==> config.mk <==
export PLATFORM = sky130hd
export DESIGN_NAME = pulse_count_led_dimmer
export DESIGN_NICKNAME = d
export VERILOG_FILES = /design/src/hw/led_dimmer_pkg.sv /design/src/hw/pulse_count_led_dimmer.sv
export SDC_FILE = /design/constraint.sdc
export NUM_CORES = 1
export LEC_CHECK = 0
export ABC_CLOCK_PERIOD_IN_PS = 2000
export BUFFER_PORTS_ARGS = -buffer_cell sky130_fd_sc_hd__clkbuf_2
export CORE_ASPECT_RATIO = 1.5
export CORE_MARGIN = 3
export CORE_UTILIZATION = 56
export CTS_CLUSTER_SIZE = 24
export DETAILED_ROUTE_END_ITERATION = 7
export PLACE_DENSITY = 0.82
export RECOVER_POWER = 50
export SLEW_MARGIN = 20
export SYNTH_ARGS = -nofsm -noshare
export SYNTH_HDL_FRONTEND = slang
export SYNTH_SLANG_ARGS = --single-unit
==> constraint.sdc <==
create_clock -name ref_clk -period 2 [get_ports ref_clk]
set_input_delay 0.4 -clock ref_clk [delete_from_list [all_inputs] [get_ports ref_clk]]
set_output_delay 0.4 -clock ref_clk [all_outputs]
set_load 0.05 [all_outputs]
==> src/hw/led_dimmer_pkg.sv <==
package led_dimmer_pkg;

    // Clock and timing
    localparam int unsigned CLK_PERIOD_NS    = 4;
    localparam int unsigned SHUTDOWN_LOW_NS  = 1500000;  // Low time on device-on that shuts down
    localparam int unsigned SHUTDOWN_CYCLES  = (SHUTDOWN_LOW_NS + CLK_PERIOD_NS - 1) / CLK_PERIOD_NS;
    localparam int unsigned LOW_CNT_W        = 20;

    // Dimming code, in mA steps
    localparam int unsigned CODE_W           = 5;
    localparam logic [4:0]  CODE_FULL_SCALE  = 5'h1F;    // 31 mA
    localparam logic [4:0]  CODE_OFF         = 5'h00;
    localparam int unsigned PRIMARY_CHANNELS = 4;
    localparam int unsigned SECONDARY_CHANNELS = 2;

    // Reset values
    localparam logic        SHUTDOWN_RESET   = 1'b1;
    localparam logic        HOT_RESET        = 1'b0;

    // Drive state of the six current sinks
    typedef struct packed {
        logic [4:0] primary_code;
        logic [4:0] secondary_code;
        logic [3:0] primary_en;
        logic [1:0] secondary_en;
    } led_drive_t;

    // Device-level state
    typedef struct packed {
        logic enabled;
        logic shutdown;
        logic thermal_off;
    } dev_status_t;

endpackage

==> src/hw/pulse_count_led_dimmer.sv <==
`timescale 1ns/100ps
`default_nettype none

// How it works
// Host keeps at least 300 ns between pulses on either dimming line.
// Pulse trains from 5 kHz to 1 MHz are counted without loss.
// Device-on low for 1.5 ms enters shutdown, currents off, codes cleared.
// While device-on is low, dimming edges are ignored and codes hold.
// A channel tied to the pump output node is disabled on its own.
// Thermal trip turns outputs off; cooling by about 20 degrees resumes.
// Single-wire host drives all three lines as one common signal.
// Single-wire: first falling pulse after enable sets full scale.
// Single-wire host keeps each low phase under 0.5 ms.
// Single-wire: each later pulse lowers current by one 1 mA step.
// Single-wire host holds common line low over 1.5 ms to shut down.
// First enable leaves every channel at zero until a pulse arrives.
// First edge gives 31 mA, then minus 1 mA, 32nd zero, next 31.
// Primary line drives four primary channels, secondary line two, independently.
// Inputs synchronised, falling edges detected, shutdown timed by counter.
module pulse_count_led_dimmer
#(
    parameter int unsigned SHUTDOWN_CYCLES_P = led_dimmer_pkg::SHUTDOWN_CYCLES
) (
    input  wire logic                      ref_clk,
    input  wire logic                      reset_n,
    input  wire logic                      device_on,
    input  wire logic                      primary_dim_line_n,
    input  wire logic                      secondary_dim_line_n,
    input  wire logic [3:0]                primary_tied_to_pump,
    input  wire logic [1:0]                secondary_tied_to_pump,
    input  wire logic                      temp_over_trip,
    input  wire logic                      temp_below_release,
    output var  led_dimmer_pkg::led_drive_t  drive_q,
    output var  led_dimmer_pkg::dev_status_t status_q
);
    import led_dimmer_pkg::*;

    // Next dimming code: any nonzero level steps down, zero wraps to full scale
    function automatic logic [4:0] next_code(input logic [4:0] code);
        next_code = (code == CODE_OFF) ? CODE_FULL_SCALE : code - 5'h01;
    endfunction

    logic [2:0]           on_sync_q;
    logic [2:0]           pri_sync_q;
    logic [2:0]           sec_sync_q;
    logic [LOW_CNT_W-1:0] low_cnt_q;
    logic [LOW_CNT_W-1:0] low_cnt_d;
    logic                 shutdown_q;
    logic                 hot_q;
    logic [4:0]           pri_code_q;
    logic [4:0]           pri_code_d;
    logic [4:0]           sec_code_q;
    logic [4:0]           sec_code_d;
    led_drive_t           drive_d;
    dev_status_t          status_d;

    localparam logic [LOW_CNT_W-1:0] LOW_LIMIT = LOW_CNT_W'(SHUTDOWN_CYCLES_P - 1);

    // Two-stage synchronisers plus one stage for edge detection
    always_ff @(posedge ref_clk or negedge reset_n) begin
        if (!reset_n) begin
            on_sync_q  <= 3'h0;
            pri_sync_q <= 3'h7;
            sec_sync_q <= 3'h7;
        end else begin
            on_sync_q  <= {on_sync_q[1:0], device_on};
            pri_sync_q <= {pri_sync_q[1:0], primary_dim_line_n};
            sec_sync_q <= {sec_sync_q[1:0], secondary_dim_line_n};
        end
    end

    // Synchronised levels and edge events
    wire logic on_now   = on_sync_q[1];
    wire logic on_prev  = on_sync_q[2];
    // Edges are qualified by device-on as it stood before the edge, so a
    // tied single-wire falling edge still counts while a low enable blocks it
    wire logic pri_fall = pri_sync_q[2] & ~pri_sync_q[1] & on_prev & ~shutdown_q;
    wire logic sec_fall = sec_sync_q[2] & ~sec_sync_q[1] & on_prev & ~shutdown_q;
    wire logic low_hit  = ~on_now & ~shutdown_q & (low_cnt_q == LOW_LIMIT);

    // Low-time counter runs only while device-on is low and not yet shut down
    assign low_cnt_d = (on_now || shutdown_q) ? '0 : low_cnt_q + LOW_CNT_W'(1);

    // Per-group code update, each line owns its own counter
    assign pri_code_d = low_hit ? CODE_OFF
                      : pri_fall ? next_code(pri_code_q) : pri_code_q;
    assign sec_code_d = low_hit ? CODE_OFF
                      : sec_fall ? next_code(sec_code_q) : sec_code_q;

    // Enable state and counter
    always_ff @(posedge ref_clk or negedge reset_n) begin
        if (!reset_n) begin
            low_cnt_q  <= '0;
            shutdown_q <= SHUTDOWN_RESET;
        end else begin
            low_cnt_q  <= low_cnt_d;
            shutdown_q <= low_hit | (shutdown_q & ~on_now);
        end
    end

    // Dimming codes; zero until the first pulse after enable
    always_ff @(posedge ref_clk or negedge reset_n) begin
        if (!reset_n) begin
            pri_code_q <= CODE_OFF;
            sec_code_q <= CODE_OFF;
        end else begin
            pri_code_q <= pri_code_d;
            sec_code_q <= sec_code_d;
        end
    end

    // Thermal hysteresis: trip wins over release
    always_ff @(posedge ref_clk or negedge reset_n) begin
        if (!reset_n) begin
            hot_q <= HOT_RESET;
        end else begin
            hot_q <= temp_over_trip | (hot_q & ~temp_below_release);
        end
    end

    // Channel enables: live group, not hot, nonzero code, not tied to pump node
    wire logic run_ok  = ~shutdown_q & ~hot_q;
    wire logic pri_on  = run_ok & (pri_code_q != CODE_OFF);
    wire logic sec_on  = run_ok & (sec_code_q != CODE_OFF);

    always_comb begin
        drive_d.primary_code   = pri_code_q;
        drive_d.secondary_code = sec_code_q;
        drive_d.primary_en     = {4{pri_on}} & ~primary_tied_to_pump;
        drive_d.secondary_en   = {2{sec_on}} & ~secondary_tied_to_pump;
        status_d.enabled       = ~shutdown_q;
        status_d.shutdown      = shutdown_q;
        status_d.thermal_off   = hot_q;
    end

    // Registered outputs
    always_ff @(posedge ref_clk or negedge reset_n) begin
        if (!reset_n) begin
            drive_q  <= '0;
            status_q <= '{enabled: 1'b0, shutdown: SHUTDOWN_RESET, thermal_off: HOT_RESET};
        end else begin
            drive_q  <= drive_d;
            status_q <= status_d;
        end
    end

    // Checks
    chk_shutdown_entry: assert property (@(posedge ref_clk) disable iff (!reset_n)
        low_hit |=> shutdown_q && pri_code_q == CODE_OFF && sec_code_q == CODE_OFF)
        else $error("shutdown not entered after long low");

    chk_no_early_shutdown: assert property (@(posedge ref_clk) disable iff (!reset_n)
        on_now && !shutdown_q |=> !shutdown_q)
        else $error("shutdown entered while device-on high");

    chk_edges_ignored: assert property (@(posedge ref_clk) disable iff (!reset_n)
        !on_prev && !low_hit |=> $stable(pri_code_q) && $stable(sec_code_q))
        else $error("code changed while device-on low");

    chk_unused_channel: assert property (@(posedge ref_clk) disable iff (!reset_n)
        1'b1 |=> ((drive_q.primary_en & $past(primary_tied_to_pump)) == 4'h0)
              && ((drive_q.secondary_en & $past(secondary_tied_to_pump)) == 2'h0))
        else $error("tied channel enabled");

    chk_thermal_off: assert property (@(posedge ref_clk) disable iff (!reset_n)
        temp_over_trip |=> hot_q ##1 (drive_q.primary_en == 4'h0 && drive_q.secondary_en == 2'h0))
        else $error("thermal trip did not disable channels");

    chk_thermal_resume: assert property (@(posedge ref_clk) disable iff (!reset_n)
        hot_q && temp_below_release && !temp_over_trip |=> !hot_q)
        else $error("thermal shutdown not released");

    chk_first_full: assert property (@(posedge ref_clk) disable iff (!reset_n)
        pri_fall && pri_code_q == CODE_OFF && !low_hit |=> pri_code_q == CODE_FULL_SCALE)
        else $error("first pulse did not give full scale");

    chk_step_down: assert property (@(posedge ref_clk) disable iff (!reset_n)
        pri_fall && pri_code_q != CODE_OFF |=> pri_code_q == $past(pri_code_q) - 5'h01)
        else $error("pulse did not step code down by one");

    chk_enable_zero: assert property (@(posedge ref_clk) disable iff (!reset_n)
        shutdown_q |-> pri_code_q == CODE_OFF && sec_code_q == CODE_OFF)
        else $error("nonzero code during shutdown");

    chk_group_indep: assert property (@(posedge ref_clk) disable iff (!reset_n)
        pri_fall && !sec_fall && !low_hit |=> $stable(sec_code_q))
        else $error("primary pulse changed secondary code");

    chk_edge_detect: assert property (@(posedge ref_clk) disable iff (!reset_n)
        $fell(pri_sync_q[1]) && on_prev && !shutdown_q && !low_hit
        |=> pri_code_q != $past(pri_code_q))
        else $error("synchronised falling edge not counted");

    // Secondary group follows the same code sequence as the primary one
    chk_sec_first: assert property (@(posedge ref_clk) disable iff (!reset_n)
        sec_fall && sec_code_q == CODE_OFF && !low_hit |=> sec_code_q == CODE_FULL_SCALE)
        else $error("first secondary pulse did not give full scale");

    chk_sec_step: assert property (@(posedge ref_clk) disable iff (!reset_n)
        sec_fall && sec_code_q != CODE_OFF |=> sec_code_q == $past(sec_code_q) - 5'h01)
        else $error("secondary pulse did not step code down by one");

    // Shutdown darkens every sink and shows on the status word one edge later
    chk_shutdown_dark: assert property (@(posedge ref_clk) disable iff (!reset_n)
        shutdown_q |=> drive_q.primary_en == 4'h0 && drive_q.secondary_en == 2'h0
                       && status_q.shutdown)
        else $error("channel lit or status wrong during shutdown");

    chk_zero_dark: assert property (@(posedge ref_clk) disable iff (!reset_n)
        pri_code_q == CODE_OFF |=> drive_q.primary_en == 4'h0 && drive_q.primary_code == CODE_OFF)
        else $error("primary channel lit at zero code");

    cov_first_pulse: cover property (@(posedge ref_clk) disable iff (!reset_n)
        pri_fall && pri_code_q == CODE_OFF);
    cov_wrap_zero: cover property (@(posedge ref_clk) disable iff (!reset_n)
        pri_fall && pri_code_q == 5'h01);
    cov_shutdown: cover property (@(posedge ref_clk) disable iff (!reset_n) low_hit);
    cov_thermal: cover property (@(posedge ref_clk) disable iff (!reset_n) $rose(hot_q));

endmodule

`default_nettype wire

==> impl_metrics.tcl, run 1 <==
set metrics [dict create \
    outcome "finished clean" \
    criticalPathCategory "reg2reg" \
    wire_per_inst_microns 15.63 \
    routed-via-count 1678 \
    hold_viol 0 \
    synthTopCellsByArea "dfrtp_1, dfstp_2, nor2_1" \
    ys.warnings.count 0 \
    globalRoute.totalOverflow 0 \
    post-synth-top-area-fraction_pct 54.56 \
    gp_congestion 0.7812 \
    first_pass_iters 7 \
    place_hpwl_microns 3162 \
    wl_microns 4642 \
    worstSetupEndpointType "flip-flop" \
    route.antenna.remaining_nets 0 \
    irDropWorstVdd_mv 1.195 \
    fp.dieArea_sq_um 5094 \
    timing.setup.tns_ps 0 \
    insertion_delay_ps 330 \
    grt_start_max_net_pins 27 \
    timing.clock.skew_ps 5.815 \
    boundaryPins 32 \
    post_route_drc 0 \
    fin_nets 263 \
    ys_seq_elements 60 \
    period_needed_ps 1847 \
    cts-buffers-inserted 9 \
    grt_setup_unrepaired "no" \
    share_of_flip_flops_with_an_asynchronous_set_or_reset_pct 100.0 \
    floorplan.initialDensity_pct 59.19 \
    placementRows 28 \
    cts.reportedPaths.clkPinSlew_ps 60 \
    placement.setup.worst_slack_ps 129.2 \
    via_per_inst 5.650 \
    syn_area_sq_um 2385 \
    global_route_wire_length_before_repair_microns 7741 \
    layout_worst_path_cycle_share_pct 92.34 \
    cp_cell_sequence "inv_1 -> ha_1 -> or4b_2 -> o31ai_1 -> a21oi_1 -> a311oi_1" \
    timing.final.max_slew_violations 0 \
    library_cell_with_the_highest_instance_count_after_synthesis "dfrtp_1" \
    worst-path-buf-inv 1 \
    max_freq_mhz 541.5 \
    cts_tree "built" \
    die_y_microns 85.93 \
    finish.cell_count_without_fillers 297 \
    portBuffers 31 \
    post_synthesis_sequential_area_ratio_pct 63.38 \
    finished_layout_cell_area_sq_um 2844 \
    timing.critical_path.arrival_ps 2080 \
    grt_use_total_pct 21.07 \
    post_route_cells_drive_above_1_share_pct 25.79 \
    clk_path_buf_depth 2 \
    number_of_enable_flip_flop_cells_after_synthesis 0 \
    n_antenna_cell 0 \
    worstPathMaxFanout 5 \
    timing.critical_path.slowest_cell_delay_ps 640 \
    critPathTopFamily "simple AND/OR/NAND/NOR gates" \
    cts-resized-gates 0 \
    die_x_microns 59.28 \
    timing.slew.headroom_pct 43.97 \
    clock_sink_count 60 \
    setup_slack_ps 153.2 \
    synthesis.area_per_instance_sq_um 11.75 \
    post_dp_cell_area_sq_um 2623 \
    worstMarginPinSlew_ps 840.4 \
    yosys.area.top_type "dfrtp_1" \
    core_box_area_sq_um 4029 \
    synthToLayoutAreaGrowth_pct 19.26 \
    worstPathRequired_ps 2230 \
    first_global_vias 1663 \
    power.density_nw_per_um2 1256 \
    placed_cells_incl_taps 280 \
    antenna_violations_before_repair 0 \
    cts-root-buf "clkbuf_8" \
    postLayoutCoreUtil_pct 70.59 \
    hp-class "in2reg" \
    fin_worst_hold_slack_ps 153.5 \
    finalSetupViolCount 0 \
    syn-num-nets 219 \
    synth_flop_cell "dfrtp_1" \
    postCtsSetupRepairBufs 0 \
    drtIter0Drc 49 \
    max_cap_violations 0 \
    synthDistinctLibCells 40 \
    critical-path-slowest-cell "or4b_2" \
    total_power_after_layout_mw 3.573 \
    gate_count_of_the_mapped_netlist 203 \
    power.static_leakage_nw 1.327 \
    cts_htree_levels 3 \
    top_cells_by_count_synth "dfrtp_1, nor2_1, nand3_1, xor2_1, nand2_1" \
    worstSetupStartpointType "flip-flop" \
]
## cell type report
class | count | area (sq um)
Clock inverter | 4 | 70.07
Tap cell | 45 | 56.30
Sequential cell | 60 | 1511
Timing Repair Buffer | 39 | 206.4
Inverter | 7 | 26.28
Fill cell | 270 | 1185
Multi-Input combinational cell | 130 | 808.3
Clock buffer | 12 | 165.2
## timing repair
action | in CTS | in global routing
hold endpoints to repair | 8 | 0
hold buffers | 1 | 0
setup endpoints to repair | 0 | 1
## flip-flops by register name, indices dropped and copies added, names as in the netlist
name        cells
sec_sync_q      3
low_cnt_q      20
on_sync_q       3
pri_code_q      5
shutdown_q      1
status_q        3
pri_sync_q      3
drive_q        16
sec_code_q      5
hot_q           1
## logic make-up (layout without fill, tap and decap cells)
kind of cell,after synthesis,after routing,synth area share (%)
flops,60,60,63.38
fa+ha+maj,3,3,1.574
simple gates,88,88,20.30
compound gates,23,23,6.138
buf+inv,13,62,2.728
xor+xnor,16,16,5.876
## path summary, 6_finish.rpt
kind                                 startpoint       endpoint  slack (ps)  cells after the start
setup reg to reg                  sec_code_q[1]  sec_code_q[3]         150                      6
min in group asynchronous               reset_n   low_cnt_q[1]         580                      2
hold / removal             secondary_dim_line_n  sec_sync_q[0]         150                      1
setup / recovery                  sec_code_q[1]  sec_code_q[3]         150                      6
hold reg to reg                    on_sync_q[0]   on_sync_q[1]         360                      0
max in group asynchronous               reset_n  pri_code_q[1]         270                      3
## cells in the final DEF (no fill, tap or decap), types with 2 or more instances in the layout
| cell type | synthesis | routed |
|---|---|---|
| xnor2_1 | 3 | 3 |
| clkinv_2 | 0 | 2 |
| a21oi_1 | 7 | 7 |
| or3_1 | 2 | 2 |
| or4_1 | 2 | 2 |
| nor4bb_1 | 3 | 3 |
| a211oi_1 | 2 | 2 |
| nand4_1 | 6 | 6 |
| dfrtp_1 | 52 | 52 |
| a311oi_1 | 2 | 2 |
| or4b_2 | 2 | 2 |
| nor3_1 | 3 | 3 |
| dfstp_2 | 8 | 5 |
| nand2_1 | 9 | 9 |
| clkbuf_8 | 0 | 12 |
| xor2_1 | 13 | 13 |
| ha_1 | 3 | 3 |
| and3_1 | 2 | 2 |
| nand3_1 | 13 | 13 |
| nor2_1 | 32 | 32 |
| and4_1 | 2 | 2 |
| clkbuf_1 | 3 | 2 |
| and2_1 | 2 | 2 |
| clkbuf_2 | 0 | 31 |
| o21ai_0 | 5 | 5 |
| bufinv_16 | 0 | 2 |
| dfstp_1 | 0 | 3 |
| o31ai_1 | 3 | 3 |
| inv_1 | 7 | 7 |
| buf_4 | 0 | 4 |
## report_power, final
part / switching (mW) / leakage [nW] / internal, mW
sequential: 0.166 / 0.737 / 1.43
combinational: 0.548 / 0.467 / 0.189
clock: 0.443 / 0.122 / 0.799
total: 1.16 / 1.33 / 2.42
## metal layers
metal,global-route usage (%),routed length (microns)
met2,32.84,2474
met5,0,0
met4,12.78,130
met1,24.31,1804
met3,7.380,234
Power figures use the tool's default switching activity.
==> run 2, diff against run 1 <==
- REMOVE_ABC_BUFFERS: not set -> 1
==> impl_metrics.tcl, run 2 (synthesis results as in run 1) <==
set metrics [dict create \
    placementRows 28 \
    layout_fillers 279 \
    core_box_area_sq_um 4029 \
    cts-buffers-inserted 9 \
    synthToLayoutAreaGrowth_pct 17.31 \
    grt-busiest-layer "met2" \
    ff2ff_path_depth 6 \
    wire_per_inst_microns 14.55 \
    globalRoute.totalOverflow 0 \
    cts-resized-gates 0 \
    most-common-layout-cells "dfrtp_1, nor2_1, clkbuf_2" \
    cts_htree_levels 3 \
    global_route_wire_length_before_repair_microns 7452 \
    outcome "finished clean" \
    finished_layout_cell_area_sq_um 2798 \
    timing.critical_path.arrival_ps 2080 \
    clock_sink_count 60 \
    floorplan.initialDensity_pct 59.19 \
    post_route_drc 0 \
    cts-root-buf "clkbuf_8" \
    n_antenna_cell 0 \
    antenna_violations_before_repair 0 \
    finalSetupViolCount 0 \
    routed-via-count 1590 \
    first_pass_iters 6 \
    timing.final.max_slew_violations 0 \
    hold_viol 0 \
    via_per_inst 5.390 \
    first_global_vias 1612 \
    grt_setup_unrepaired "no" \
    global_route.usage.met3_pct 5.120 \
    layout_commonest_cell "dfrtp_1" \
    holdBufCountCts 0 \
    fin_nets 261 \
    max_cap_violations 0 \
    setup_slack_ps 159.6 \
    grt_use_total_pct 20.02 \
    boundaryPins 32 \
    placement.setup.worst_slack_ps 176.8 \
    setup.reg_to_reg.worst_slack_ps 160 \
    fp.dieArea_sq_um 5094 \
    whs_endpoint "sec_sync_q[0]" \
    gp_congestion 0.7941 \
    clk_path_buf_depth 2 \
    wl_microns 4292 \
    largest_reg_flops 20 \
    postCtsSetupRepairBufs 0 \
    route.antenna.remaining_nets 0 \
    reg2reg_from "pri_code_q[0]" \
    max_freq_mhz 543.4 \
    biggest_register "low_cnt_q" \
    worstMarginPinSlew_ps 1361 \
    post_route_cells_drive_above_1_share_pct 26.80 \
    timing.clock.skew_ps 5.416 \
    regToRegEndpoint "pri_code_q[3]" \
    place_hpwl_microns 2953 \
    area.sequential_sq_um 1511 \
    worstPathMaxFanout 6 \
    grt_start_max_net_pins 61 \
    power.static_leakage_nw 1.307 \
    worstSetupStartpointType "flip-flop" \
    layout_worst_path_cycle_share_pct 92.02 \
    worstPathRequired_ps 2240 \
    hold_start "secondary_dim_line_n" \
    irDropWorstVdd_mv 1.068 \
    timing.slew.headroom_pct 9.279 \
    drtIter0Drc 45 \
    criticalPathCategory "reg2reg" \
    grt.met2_usage_pct 31.94 \
    worstSetupEndpointType "flip-flop" \
    multiInputGateArea_sq_um 808.3 \
    power.density_nw_per_um2 1213 \
    hp-class "in2reg" \
    cts_tree "built" \
    worst_hold_path_stage_count 1 \
    reg_top3 "low_cnt_q x20, drive_q x16" \
    portBuffers 31 \
    cts.reportedPaths.clkPinSlew_ps 60 \
    grt_use_met1_pct 24.16 \
    period_needed_ps 1840 \
    insertion_delay_ps 330 \
    die_x_microns 59.28 \
    die_y_microns 85.93 \
    post_dp_cell_area_sq_um 2615 \
]
## run 2: area by class of cell
cell class                 count  share of cell area, %
multi-input combinational    130                  28.89
inverter                       7                 0.9392
timing repair buffer          37                  7.066
clock inverter                 2                  1.252
clock buffer                  14                  5.814
sequential                    60                  54.03
tap                           45                  2.013
## run 2: routing by layer
layer,vias up,wire (microns)
met5,-,0
met4,0,92
met3,8,168
met2,32,2257
met1,764,1774
li1,786,-
## run 2: worst max-delay path, cell delays in order (launching register included)
cell	delay, ps
dfrtp_1	420
inv_1	70
ha_1	180
or4b_2	630
o31ai_1	100
a21oi_1	100
a311oi_1	230
## run 2: power by group
group | total, mW | internal [mW] | leakage, nW | switching, mW
clock network | 1.06 | 0.643 | 0.101 | 0.422
registers | 1.59 | 1.43 | 0.738 | 0.159
logic | 0.741 | 0.188 | 0.468 | 0.552
## run 2: worst max path at each step
stage                  start       endpoint  slack [ps]
2_1_floorplan     shutdown_q     shutdown_q         -20
3_3_place_gp   pri_code_q[0]  pri_code_q[3]         240
3_5_place_dp   pri_code_q[0]  pri_code_q[3]         180
4_1_cts        sec_code_q[0]  sec_code_q[3]         150
5_1_grt        sec_code_q[0]  sec_code_q[3]           4
6_report       pri_code_q[0]  pri_code_q[3]         160
## run 2: through the flow
stage | setup TNS, ps | util [%] | cells | power [mW] | hold slack (ps)
after floorplan | -21.99 | - | 197 | 2.131 | 104.4
final | 0 | 69.44 | 295 | 3.394 | 148.5
after global routing | 0 | 69.44 | 295 | 3.562 | 137.9
after global placement | 0 | 64.91 | 279 | 2.333 | 334.4
after detailed placement | 0 | 64.91 | 279 | 2.352 | 349.1
after CTS | 0 | 69.81 | 295 | 3.434 | 71.06
==> run 3, diff against run 2 <==
- PLACE_DENSITY: 0.82 -> 0.8
==> impl_metrics.tcl, run 3 (synthesis results as in run 1) <==
set metrics [dict create \
    worstPathMaxFanout 6 \
    cp_cell_sequence "inv_1 -> ha_1 -> or4b_2 -> o31ai_1 -> a21oi_1 -> a311oi_1" \
    worstSetupStartpointType "flip-flop" \
    fin_nets 261 \
    timing.final.max_slew_violations 0 \
    largest_reg_flops 20 \
    internal_power_mw 2.263 \
    finish.cell_count_without_fillers 295 \
    power.static_leakage_nw 1.310 \
    criticalPathCategory "reg2reg" \
    hp-class "in2reg" \
    area.sequential_sq_um 1511 \
    post_route_cells_drive_above_1_share_pct 25.60 \
    multiInputGateArea_sq_um 812.0 \
    die_x_microns 59.28 \
    placed_cells_incl_taps 279 \
    core_box_area_sq_um 4029 \
    worstMarginPinSlew_ps 1173 \
    setup.worst_path.start "sec_code_q[0]" \
    placementRows 28 \
    timing.critical_path.arrival_ps 2070 \
    layout_worst_path_cycle_share_pct 91.56 \
    via_per_inst 5.634 \
    drtIter0Drc 26 \
    share_seq_of_total_power_pct 46.8 \
    portBuffers 31 \
    insertion_delay_ps 340 \
    cts_htree_levels 3 \
    setup.reg_to_reg.worst_slack_ps 170 \
    hold_start "primary_dim_line_n" \
    place_hpwl_microns 3003 \
    pwr-share-comb_pct 21.7 \
    irDropWorstVdd_mv 1.203 \
    worst_hold_path_stage_count 1 \
    clock_network_fraction_of_total_power_pct 31.5 \
    reg2reg_from "sec_code_q[0]" \
    fp.dieArea_sq_um 5094 \
    cts-buffers-inserted 9 \
    globalRoute.totalOverflow 0 \
    timing.critical_path.slowest_cell_delay_ps 630 \
    most-common-layout-cells "dfrtp_1, nor2_1, clkbuf_2" \
    global_route_wire_length_before_repair_microns 7652 \
    biggest_register "low_cnt_q" \
    period_needed_ps 1831 \
    cts.reportedPaths.clkPinSlew_ps 60 \
    regToRegEndpoint "sec_code_q[3]" \
    grt_use_total_pct 20.59 \
    hold_viol 0 \
    outcome "finished clean" \
    route.antenna.remaining_nets 0 \
    finalSetupViolCount 0 \
    timing.slew.headroom_pct 21.78 \
    reg_top3 "low_cnt_q x20, drive_q x16" \
    power_switching_mw 1.164 \
    gp_congestion 0.7921 \
    layout_fillers 284 \
    boundaryPins 32 \
    first_pass_iters 4 \
    grt_start_max_net_pins 40 \
    routed-via-count 1662 \
    max_freq_mhz 546.1 \
    cts-root-buf "clkbuf_8" \
    first_global_vias 1672 \
    p_sw_share_pct 33.96 \
    cts_tree "built" \
    grt_setup_unrepaired "no" \
    antenna_violations_before_repair 0 \
    die_y_microns 85.93 \
    max_cap_violations 0 \
    clock_sink_count 60 \
    wl_microns 4440 \
    floorplan.initialDensity_pct 59.19 \
    timing.clock.skew_ps 11.37 \
    critical-path-slowest-cell "or4b_2" \
    wire_per_inst_microns 15.05 \
    worstSetupEndpointType "flip-flop" \
    postCtsSetupRepairBufs 0 \
    synthToLayoutAreaGrowth_pct 18.05 \
    whs_endpoint "pri_sync_q[0]" \
    post_route_drc 0 \
    n_antenna_cell 0 \
    timing.setup.tns_ps 0 \
    power.density_nw_per_um2 1217 \
    layout_commonest_cell "dfrtp_1" \
    worstPathRequired_ps 2240 \
    ff2ff_path_depth 6 \
    clk_path_buf_depth 2 \
]
==> run 3: changes by cell type in the layout (fill, tap and decap cells not counted), sizes merged <==
cell	delta
clkbuf	-1
buf	+1
==> run 3: how the worst max path moves through the flow <==
stage | end | slack, ps
CTS | pri_code_q[3] | 50
global placement | pri_code_q[3] | 240
finish | sec_code_q[3] | 170
global route | low_cnt_q[18] | 70
floorplan | shutdown_q | -20
detailed placement | pri_code_q[3] | 90
==> run 3: area by class of cell <==
type                    instances  share of cell area [%]
repair buffers                 37                   7.511
inverters                       7                  0.9333
well taps                      45                   2.000
clock buffers                  14                   5.778
flip-flops and latches         60                   53.69
clock inverters                 2                   1.244
multi-input cells             130                   28.84
==> run 3: power by group through the flow <==
stage	logic, mW	registers (mW)	clock network (mW)
global placement	0.731	1.60	0
detailed placement	0.748	1.61	0
global route	0.795	1.63	1.17
CTS	0.753	1.60	1.11
floorplan	0.187	1.94	0
finish	0.745	1.60	1.08
==> run 3: what timing repair did <==
item	in CTS	in global routing
resized for setup	0	1
hold buffers	0	0
hold endpoints to repair	0	0
setup endpoints to repair	0	1
==> run 3: metrics by stage <==
step	power (mW)	utilization (%)	setup WS, ps	hold WS [ps]	instance area (sq um)
5_1_grt	3.597	69.88	73.00	129.2	2815
3_5_place_dp	2.361	64.91	92.44	340.5	2615
4_1_cts	3.456	69.81	53.45	41.06	2813
3_3_place_gp	2.332	64.91	240.5	332.5	2615
2_1_floorplan	2.131	-	-21.99	104.4	2346
6_report	3.426	69.88	168.7	144.7	2815
==> run 3: layer usage <==
metal | vias up | track usage [%] | routed length [microns]
li1 | 791 | - | -
met1 | 813 | 24.59 | 1845
met2 | 46 | 31.04 | 2259
met3 | 12 | 7.229 | 198
met4 | 0 | 12.99 | 137
met5 | - | 0 | 0
==> run 3: worst max-delay path: cells and delay by family (launching register included) <==
| family | cells | cell delay [ps] |
|---|---|---|
| simple gates | 1 | 630 |
| compound gates | 3 | 430 |
| fa+ha+maj | 1 | 170 |
| buf+inv | 1 | 80 |
| flops | 1 | 420 |
